**src/design/icw_defs.svh**
```systemverilog
`ifndef ICW_DEFS_SVH
`define ICW_DEFS_SVH

// watchdog down-counter geometry
`define ICW_CNT_W 16
`define ICW_CNT_INIT 16'hffff
`define ICW_CNT_ZERO 16'h0000

// cycles the reset pin is pulled low by a watchdog fire
`define ICW_PULL_CYCLES 8

// synchroniser idle values
`define ICW_SYNC_RST 2'b00
`define ICW_PIN_IDLE 1'b1

`endif

```
**src/design/icw_pkg.sv**
```systemverilog
`include "icw_defs.svh"

package icw_pkg;

  // operation code of the instruction the core retires
  typedef enum logic [1:0] {
    ICW_OP_OTHER   = 2'b00,
    ICW_OP_SERVICE = 2'b01,
    ICW_OP_DISABLE = 2'b10
  } icw_op_t;

  // one retired instruction, exec is a one-cycle strobe
  typedef struct packed {
    logic    exec;
    icw_op_t op;
  } icw_instr_t;

  // gray along run -> pull -> wait-release; wait-release -> run flips both bits
  typedef enum logic [1:0] {
    ICW_ST_RUN  = 2'b00,
    ICW_ST_PULL = 2'b01,
    ICW_ST_WAIT = 2'b11
  } icw_state_t;

endpackage

```
**src/design/icw_down_counter.sv**
```systemverilog
`include "icw_defs.svh"

module icw_down_counter import icw_pkg::*; #(
  parameter int unsigned WIDTH = `ICW_CNT_W
) (
  input wire logic clk,
  input wire logic rst_n,
  input wire logic tick,
  input wire logic reload,
  output logic [WIDTH-1:0] count_q,
  output logic underflow_q
);

  logic [WIDTH-1:0] count_d;
  logic underflow_d;

  always_comb begin
    count_d = count_q;
    underflow_d = 1'b0;
    if (reload) begin
      count_d = {WIDTH{1'b1}};
    end else if (tick) begin
      if (count_q == {WIDTH{1'b0}}) begin
        // wrap to all ones so successive underflows are a full period apart
        count_d = {WIDTH{1'b1}};
        underflow_d = 1'b1;
      end else begin
        count_d = count_q - {{(WIDTH-1){1'b0}}, 1'b1};
      end
    end
  end

  always_ff @(posedge clk or negedge rst_n) begin
    if (!rst_n) begin
      count_q <= {WIDTH{1'b1}};
      underflow_q <= 1'b0;
    end else begin
      count_q <= count_d;
      underflow_q <= underflow_d;
    end
  end

endmodule

```
**src/design/icw_watchdog.sv**
```systemverilog
`include "icw_defs.svh"

module icw_watchdog import icw_pkg::*; #(
  parameter int unsigned CNT_W = `ICW_CNT_W,
  parameter int unsigned PULL_CYCLES = `ICW_PULL_CYCLES
) (
  input wire logic clk,
  input wire logic arst_n,
  input wire logic cycle_tick,
  input wire icw_instr_t instr,
  input wire logic sys_reset_req,
  input wire logic ram_backup_entry,
  input wire logic pd_entry,
  input wire logic pd_return,
  input wire logic reset_pin_i,
  output logic reset_pin_o,
  output logic reset_pin_oe,
  output logic skip_next,
  output logic wd_enable_flag,
  output logic first_underflow_flag,
  output logic second_underflow_flag,
  output logic [CNT_W-1:0] wd_count
);

  localparam int unsigned PW = $clog2(PULL_CYCLES + 1);
  localparam logic [PW-1:0] PULL_LOAD = PW'(PULL_CYCLES - 1);

  // reset release and pin synchronisers
  logic [1:0] rst_sync_q;
  logic rst_n;
  logic pin_meta_q;
  logic pin_sync_q;
  logic pin_low;

  always_ff @(posedge clk or negedge arst_n) begin
    if (!arst_n) begin
      rst_sync_q <= `ICW_SYNC_RST;
    end else begin
      rst_sync_q <= {rst_sync_q[0], 1'b1};
    end
  end

  assign rst_n = rst_sync_q[1];

  always_ff @(posedge clk or negedge rst_n) begin
    if (!rst_n) begin
      pin_meta_q <= `ICW_PIN_IDLE;
      pin_sync_q <= `ICW_PIN_IDLE;
    end else begin
      pin_meta_q <= reset_pin_i;
      pin_sync_q <= pin_meta_q;
    end
  end

  // a low pin, ours or from outside, is a system reset for this block
  assign pin_low = !pin_sync_q;

  logic sys_reset;
  logic reload;
  logic uf;
  logic is_service;
  logic is_disable;
  logic is_other;
  logic en_set;
  logic fire;

  assign sys_reset = sys_reset_req | pin_low;
  assign reload = sys_reset | pd_entry;
  assign is_service = instr.exec && (instr.op == ICW_OP_SERVICE);
  assign is_disable = instr.exec && (instr.op == ICW_OP_DISABLE);
  assign is_other = instr.exec && (instr.op != ICW_OP_SERVICE) && (instr.op != ICW_OP_DISABLE);
  assign en_set = sys_reset | ram_backup_entry | pd_return;

  icw_down_counter #(
    .WIDTH(CNT_W)
  ) u_counter (
    .clk(clk),
    .rst_n(rst_n),
    .tick(cycle_tick),
    .reload(reload),
    .count_q(wd_count),
    .underflow_q(uf)
  );

  // flags and disable arming
  logic first_d, first_q;
  logic second_d, second_q;
  logic enable_d, enable_q;
  logic armed_d, armed_q;
  logic skip_d, skip_q;

  // a service in the underflow cycle counts as served, so no fire
  assign fire = uf && first_q && enable_q && !is_service && !sys_reset;

  always_comb begin
    first_d = first_q;
    second_d = second_q;
    enable_d = enable_q;
    armed_d = armed_q;
    skip_d = 1'b0;
    if (is_service || pd_entry) begin
      first_d = 1'b0;
    end
    if (uf) begin
      // set beats a service or power-down clear in the same cycle; a system reset still clears
      first_d = 1'b1;
    end
    if (fire) begin
      second_d = 1'b1;
    end
    if (sys_reset_req) begin
      second_d = 1'b0;
    end
    if (instr.exec) begin
      // only the instruction right after a disable may complete it
      armed_d = is_disable;
    end
    if (is_service) begin
      skip_d = first_q;
      if (armed_q) begin
        enable_d = 1'b0;
      end
    end
    if (en_set) begin
      enable_d = 1'b1;
    end
    if (sys_reset) begin
      first_d = 1'b0;
      armed_d = 1'b0;
    end
  end

  always_ff @(posedge clk or negedge rst_n) begin
    if (!rst_n) begin
      first_q <= 1'b0;
      second_q <= 1'b0;
      enable_q <= 1'b1;
      armed_q <= 1'b0;
      skip_q <= 1'b0;
    end else begin
      first_q <= first_d;
      second_q <= second_d;
      enable_q <= enable_d;
      armed_q <= armed_d;
      skip_q <= skip_d;
    end
  end

  // reset pin driver: pull low for a fixed time, then wait for the pin to rise
  icw_state_t state_d, state_q;
  logic [PW-1:0] pull_cnt_d, pull_cnt_q;
  logic oe_d, oe_q;
  logic pin_o_q;

  always_comb begin
    state_d = state_q;
    pull_cnt_d = pull_cnt_q;
    case (state_q)
      ICW_ST_RUN: begin
        if (fire) begin
          state_d = ICW_ST_PULL;
          pull_cnt_d = PULL_LOAD;
        end
      end
      ICW_ST_PULL: begin
        if (pull_cnt_q == '0) begin
          state_d = ICW_ST_WAIT;
        end else begin
          pull_cnt_d = pull_cnt_q - PW'(1);
        end
      end
      ICW_ST_WAIT: begin
        // a pin held low from outside keeps us here, not re-firing
        if (!pin_low) begin
          state_d = ICW_ST_RUN;
        end
      end
      default: begin
        state_d = ICW_ST_RUN;
        pull_cnt_d = '0;
      end
    endcase
    oe_d = (state_d == ICW_ST_PULL);
  end

  always_ff @(posedge clk or negedge rst_n) begin
    if (!rst_n) begin
      state_q <= ICW_ST_RUN;
      pull_cnt_q <= '0;
      oe_q <= 1'b0;
      pin_o_q <= 1'b0;
    end else begin
      state_q <= state_d;
      pull_cnt_q <= pull_cnt_d;
      oe_q <= oe_d;
      pin_o_q <= 1'b0;
    end
  end

  assign reset_pin_o = pin_o_q;
  assign reset_pin_oe = oe_q;
  assign skip_next = skip_q;
  assign wd_enable_flag = enable_q;
  assign first_underflow_flag = first_q;
  assign second_underflow_flag = second_q;

  logic [PW:0] oe_run_q;

  always_ff @(posedge clk or negedge rst_n) begin
    if (!rst_n) begin
      oe_run_q <= '0;
    end else if (oe_q) begin
      oe_run_q <= oe_run_q + (PW+1)'(1);
    end else begin
      oe_run_q <= '0;
    end
  end
endmodule

```
**config.mk**
```make
export PLATFORM = sky130hd
export DESIGN_NAME = icw_watchdog
export DESIGN_NICKNAME = d
export VERILOG_FILES = /design/src/design/icw_pkg.sv /design/src/design/icw_down_counter.sv /design/src/design/icw_watchdog.sv
export VERILOG_INCLUDE_DIRS = /design/src /design/src/design
export SDC_FILE = /design/constraint.sdc
export NUM_CORES = 1
export LEC_CHECK = 0
export ABC_AREA = 1
export BUFFER_PORTS_ARGS = -buffer_cell sky130_fd_sc_hd__buf_2
export CELL_PAD_IN_SITES_DETAIL_PLACEMENT = 1
export CELL_PAD_IN_SITES_GLOBAL_PLACEMENT = 1
export CORE_ASPECT_RATIO = 0.5
export CORE_MARGIN = 2
export CORE_UTILIZATION = 44
export CTS_CLUSTER_SIZE = 24
export DETAILED_ROUTE_END_ITERATION = 12
export GPL_TIMING_DRIVEN = 1
export PLACE_DENSITY_LB_ADDON = 0.1
export SETUP_SLACK_MARGIN = 0.4
export SLEW_MARGIN = 30
export SYNTH_ARGS = -nofsm -noshare
export SYNTH_HDL_FRONTEND = slang
export SYNTH_HIERARCHICAL = 1
export SYNTH_SLANG_ARGS = --single-unit
```
**constraint.sdc**
```tcl
create_clock -name clk -period 2.18 [get_ports clk]
set_input_delay 0.109 -clock clk [delete_from_list [all_inputs] [get_ports clk]]
set_output_delay 0.109 -clock clk [all_outputs]
set_load 0.02 [all_outputs]
```
==> results of run 1 <==
cell usage after synthesis, types with 2 or more instances:
master     n
a21oi_1    5
conb_1     2
dfrtp_1   14
dfstp_2   19
ha_1       4
inv_1     25
inv_2      4
nand2_1   55
nand2_2    9
nand2_4    3
nand3_1   15
nand3_2   10
nand3b_1   2
nand4_1    9
nor2_1    21
nor2_2     7
nor2_4     4
nor3_1     2
o21ai_1    2
or2_1      2
area by class of cell:
type                            count  area (µm²)
Tap cell                           54        67.6
Inverter                           31         119
Fill cell                         512        1780
Multi-Input combinational cell    161         903
Timing Repair Buffer               36         198
Clock inverter                      2        10.0
Sequential cell                    33         850
Clock buffer                        6        72.6
sequential cells by signal (all words and copies together), names as in the netlist, 2 cells and up:
name / cells
pull_cnt_q: 4
rst_sync_q: 2
u_counter/count_q: 16
state_q: 2
per-layer routing:
metal  up-vias  wire length [µm]  track usage (%)
met1       794              2370             29.4
met4         0                39             4.93
met5         -                 0                0
met3         7               146             4.50
li1        798                 -                -
met2        25              2300             38.5
through the flow:
| step | total power [mW] | hold WS [ns] | util (%) | instances |
|---|---|---|---|---|
| 3_3_place_gp | 0.699 | -0.106 | 52.3 | 311 |
| 2_1_floorplan | 0.677 | -0.187 | - | 227 |
| 5_1_grt | 1.20 | 0.0490 | 55.4 | 323 |
| 6_report | 1.15 | 0.0303 | 55.4 | 323 |
| 3_5_place_dp | 0.700 | -0.104 | 52.3 | 311 |
| 4_1_cts | 1.16 | 0.0293 | 55.1 | 322 |
worst max path at each step:
stage	endpoint	slack, ns	from	depth (start not counted)
after floorplan	u_counter/count_q[12]	0.57	pin_sync_q	9
after CTS	u_counter/count_q[12]	0.41	pin_sync_q	9
after global routing	u_counter/count_q[10]	0.37	u_counter/count_q[0]	8
after detailed placement	u_counter/count_q[12]	0.38	pin_sync_q	9
after global placement	u_counter/count_q[12]	0.49	pin_sync_q	9
final	u_counter/count_q[9]	0.47	pin_sync_q	9
where the power goes:
group | total [mW] | switching (mW) | internal (mW) | leakage, nW
Clock | 0.451 | 0.230 | 0.221 | 0.0450
Sequential | 0.629 | 0.00549 | 0.624 | 0.391
Combinational | 0.0660 | 0.0454 | 0.0206 | 0.640
critical path: stages, from the launching register on:
cell and delay, ns:
dfstp_2 0.53, nand2_1 0.09, or2_4 0.27, nor2_4 0.15
buf_4 0.14, nor2_2 0.06, nand3_1 0.14, inv_1 0.09
nand3_1 0.10, nand3_2 0.06
timing repair:
item	4_1_cts	5_1_grt
hold buffers	2	0
pin swaps	1	1
gates resized for setup	0	2
endpoints found under the hold margin	3	0
buffers inserted	1	1
endpoints found under the setup margin	1	2
kinds of logic after synthesis:
kind of cell	Yosys count
AND/OR/NAND/NOR	141
buffers and inverters	33
flip-flops	33
AO/OA/AOI/OAI	12
adder cells (fa/ha/maj)	4
XOR/XNOR	2
other	2
==> results.yml, run 1 <==
synthesis:
  yosys_warnings: 6
  async_flop_share_pct: 100
  synth_top_cell_by_area: "dfstp_2"
  synth_compound_area_share_pct: 3.79
  synth-main-ff-cell: "dfstp_2"
  ys_ff_latch: 33
  seq_area_frac_synth_pct: 45.1
  synthesis.area_um2: 1880
  synth_fa_ha_area_share_pct: 2.66
  ys_top_cells_by_area: "dfstp_2 27%, dfrtp_1 19%, nand2_1 11%"
  synth_mux_area_share_pct: 0
  synth_cells: 227
  synth_xor_area_share_pct: 0.930
  ys_types: 33
  synth_edf_count: 0
  syn_area_per_cell_um2: 8.30
  synth-simple-area-share_pct: 39.8
  syn_nets: 242
  yosysTopAreaCellShare_pct: 26.5
  synth_top_family_by_area: "simple AND/OR/NAND/NOR gates"
sta:
  min_period_ns: 1.71
  hold_viol_final: 0
  slew_violations: 0
  rsz0062_at_grt: "false"
  worst_slack_ns: 0.474
  finClkSkew_ns: 0.00310
  finalCritPeriodShare_pct: 78.2
  setup_viol: 0
  setup_tns_ns: 0
  timing.fmax_ghz: 0.586
die:
  die-area_um2: 4850
  start_util_pct: 47.0
  core_um2: 4000
  die_w_um: 96.5
  ios: 33
  die_h_um: 50.3
  row_count: 16
global_routing:
  gr-usage-all-layers_pct: 22.4
  grt_pass1_vias: 1667
  grt_pass1_wl_um: 8070
  grt-ovfl-total: 0
  antenna_found_initial: 0
  grt_max_degree: 32
route:
  drt-total-wl_um: 4850
  vias: 1624
  wl_per_cell_um: 15.0
  vias_per_cell: 5.03
  drc: 0
  antenna_left: 0
  drt_iter0_drc: 41
  first_pass_iters: 5
critical_path:
  crit_arrival_ns: 1.91
  cp-start-kind: "flop"
  r2r_slack_ns: 0.47
  path_class: "flop to flop"
  rr_startpoint: "pin_sync_q"
  rr_worst_depth: 9
  crit_fanout: 4
  worstPathRequired_ns: 2.39
  endpoint_kind: "flop"
  r2r_end: "u_counter/count_q[9]"
clock_network:
  cts_tree: "yes"
  cts.sinks: 33
  clk_pin_slew_worst_paths_ns: 0.07
  clk_latency_ns: 0.28
  clockBufferDepth: 2
  cts_root_buffer: "clkbuf_8"
  cts_buffers: 5
  h-tree-depth: 2
placement:
  dp_hpwl_um: 3510
  place_area_um2: 2090
  gp_congestion: 0.814
  post-place-ws_ns: 0.383
  io_buffers: 31
cells_and_area:
  design_area_um2: 2220
  antennaDiodeCount: 0
  mostFrequentLayoutCells: "55 x nand2_1, 31 x buf_2, 25 x inv_1, 21 x nor2_1, 19 x dfstp_2"
  drive_gt1_share_pct: 37.5
  area_delta_synth_final_pct: 17.9
  final_common_cell: "nand2_1"
  fin_nets: 283
power:
  leakage_nw: 1.08
  power_density_nw_per_um2: 517
  ir_drop_uv: 240
flow_run:
  cap_violations: 0
hold_path:
  min_from: "pd_return"
  whs_endpoint: "wd_enable_flag"
  min_path_cells: 3
  min_path_type: "primary input to flop"
status:
  status: "completed"
No activity file was read; power rests on OpenSTA's default activity.
==> run 2: changes to the inputs <==
--- a/config.mk
+++ b/config.mk
@@ -12,7 +12,7 @@
 export CELL_PAD_IN_SITES_GLOBAL_PLACEMENT = 1
 export CORE_ASPECT_RATIO = 0.5
 export CORE_MARGIN = 2
-export CORE_UTILIZATION = 44
+export CORE_UTILIZATION = 37
 export CTS_CLUSTER_SIZE = 24
 export DETAILED_ROUTE_END_ITERATION = 12
 export GPL_TIMING_DRIVEN = 1
==> constraint.sdc (replaced) <==
create_clock -name clk -period 1.5 [get_ports clk]
set_input_delay 0.075 -clock clk [delete_from_list [all_inputs] [get_ports clk]]
set_output_delay 0.075 -clock clk [all_outputs]
set_load 0.02 [all_outputs]
==> results.yml, run 2 (synthesized netlist as in run 1, its figures left out) <==
sta:
  setup_viol: 13
  hold_viol_final: 0
  finClkSkew_ns: 0.00946
  worst_slack_ns: -0.0796
  min_period_ns: 1.58
  finalCritPeriodShare_pct: 105
  timing.fmax_ghz: 0.633
  rsz0062_at_grt: "true"
  slew_violations: 0
critical_path:
  rr_startpoint: "pin_sync_q"
  endpoint: "u_counter/count_q[0]"
  critPathLaunch: "pin_sync_q"
  worstPathRequired_ns: 1.72
  cp_num_buf_inv: 4
  crit_fanout: 5
  endpoint_kind: "flop"
  rr_worst_depth: 8
  r2r_end: "u_counter/count_q[0]"
  crit_arrival_ns: 1.80
  slowest_stage: "dfstp_2"
  cp-start-kind: "flop"
  crit_chain: "nand2_2 -> or2_4 -> nor2_4 -> inv_4 -> buf_4 -> buf_6 -> o22ai_2 -> inv_1"
  critPathMaxStageDelay_ns: 0.54
  r2r_slack_ns: -0.08
  path_class: "flop to flop"
  crit_cells: 8
  crit_family: "flip-flops"
route:
  first_pass_iters: 4
  wl_per_cell_um: 16.4
  drc: 0
  drt_iter0_drc: 78
  vias_per_cell: 4.90
  drt-total-wl_um: 6080
  vias: 1818
  antenna_left: 0
global_routing:
  gr-usage-all-layers_pct: 20.3
  grt_pass1_wl_um: 8780
  grt-ovfl-total: 0
  grt_max_degree: 32
  antenna_found_initial: 0
  grt_pass1_vias: 1861
clock_network:
  cts_buffers: 5
  cts.sinks: 33
  cts_tree: "yes"
  clk_pin_slew_worst_paths_ns: 0.08
  cts_root_buffer: "clkbuf_8"
  clockBufferDepth: 2
  h-tree-depth: 2
  clk_latency_ns: 0.28
cells_and_area:
  drive_gt1_share_pct: 54.5
  largest_reg_flops: 16
  largestRegisters: "u_counter/count_q: 16 flops, pull_cnt_q: 4 flops"
  final_common_cell: "nand2_1"
  largest-register: "u_counter/count_q"
  register_area_um2: 850
  antennaDiodeCount: 0
  design_area_um2: 2910
  mostFrequentLayoutCells: "41 x nand2_1, 28 x buf_6, 20 x inv_1, 20 x buf_4"
  multi_input_area_um2: 1100
  fin_nets: 315
  fillCellCount: 621
  area_delta_synth_final_pct: 54.4
die:
  ios: 33
  die_h_um: 54.4
  start_util_pct: 38.4
  die_w_um: 105
  core_um2: 4910
  die-area_um2: 5710
  row_count: 18
flow_run:
  cap_violations: 0
placement:
  place_area_um2: 2240
  post-place-ws_ns: -0.0682
  io_buffers: 31
  dp_hpwl_um: 3660
  gp_congestion: 0.775
status:
  status: "finished, violations left"
  violations: "negative setup slack"
hold_path:
  min_path_cells: 2
  min_path_type: "primary input to flop"
power:
  totalPowerFinal_mw: 1.97
  leakage_nw: 1.35
  ir_drop_uv: 510
  power_density_nw_per_um2: 679
-- run 2: cell count changes in the layout (fill, tap and decap cells not counted), moves of 3 or more --
| cell | before | now |
|---|---|---|
| buf_6 | 0 | 28 |
| buf_2 | 31 | 14 |
| buf_4 | 3 | 20 |
| nand2_1 | 55 | 41 |
| nand2_2 | 8 | 19 |
| nor2_4 | 4 | 10 |
| inv_1 | 25 | 20 |
| nor2_1 | 21 | 17 |
| inv_4 | 1 | 4 |
-- run 2: worst min-delay path by stage --
stage / startpoint / endpoint
2_1_floorplan: arst_n / rst_sync_q[0]
5_1_grt: cycle_tick / u_counter/count_q[1]
4_1_cts: sys_reset_req / second_underflow_flag
3_5_place_dp: arst_n / rst_sync_q[0]
3_3_place_gp: arst_n / rst_sync_q[0]
6_report: cycle_tick / u_counter/count_q[1]
-- run 2: per-stage QoR --
| step | hold WS (ns) | util [%] | instances | setup TNS (ns) |
|---|---|---|---|---|
| after floorplan | -0.221 | - | 227 | -0.0386 |
| after global placement | -0.139 | 45.6 | 335 | -0.0358 |
| after detailed placement | -0.135 | 45.6 | 335 | -0.232 |
| after CTS | 0.0345 | 52.7 | 356 | -0.728 |
| after global routing | 0.0562 | 59.2 | 371 | -1.27 |
| final | 0.0679 | 59.2 | 371 | -0.509 |
-- run 2: layout make-up --
| cell class | count | area share, % |
|---|---|---|
| Sequential cell | 33 | 29.2 |
| Multi-Input combinational cell | 161 | 37.9 |
| Clock inverter | 1 | 1.03 |
| Clock buffer | 7 | 2.97 |
| Inverter | 31 | 4.52 |
| Tap cell | 70 | 3.01 |
| Timing Repair Buffer | 68 | 21.4 |
-- run 2: metal layers --
| metal | routed length, µm | part of all wire, % | vias up | GRT usage (%) |
|---|---|---|---|---|
| met5 | 0 | 0 | - | 0 |
| met4 | 29 | 0.48 | 0 | 5.33 |
| met3 | 245 | 4.0 | 4 | 4.64 |
| met2 | 3140 | 52 | 37 | 36.7 |
| met1 | 2660 | 44 | 909 | 25.4 |
| li1 | - | - | 868 | - |
-- run 2: power by group --
| group | internal, mW | leakage [nW] | switching, mW | total [mW] |
|---|---|---|---|---|
| logic | 0.0827 | 0.897 | 0.0925 | 0.175 |
| registers | 0.907 | 0.391 | 0.0106 | 0.917 |
| clock network | 0.542 | 0.0585 | 0.339 | 0.881 |
| total | 1.53 | 1.35 | 0.442 | 1.97 |
-- run 2: repair_timing --
action / CTS / global route
resized for setup: 36 / 52
pin swaps: 15 / 18
endpoints found under the hold margin: 4 / 0
gates cloned: 0 / 1
hold buffers: 4 / 0
setup endpoints to repair: 36 / 45
setup buffers: 9 / 14
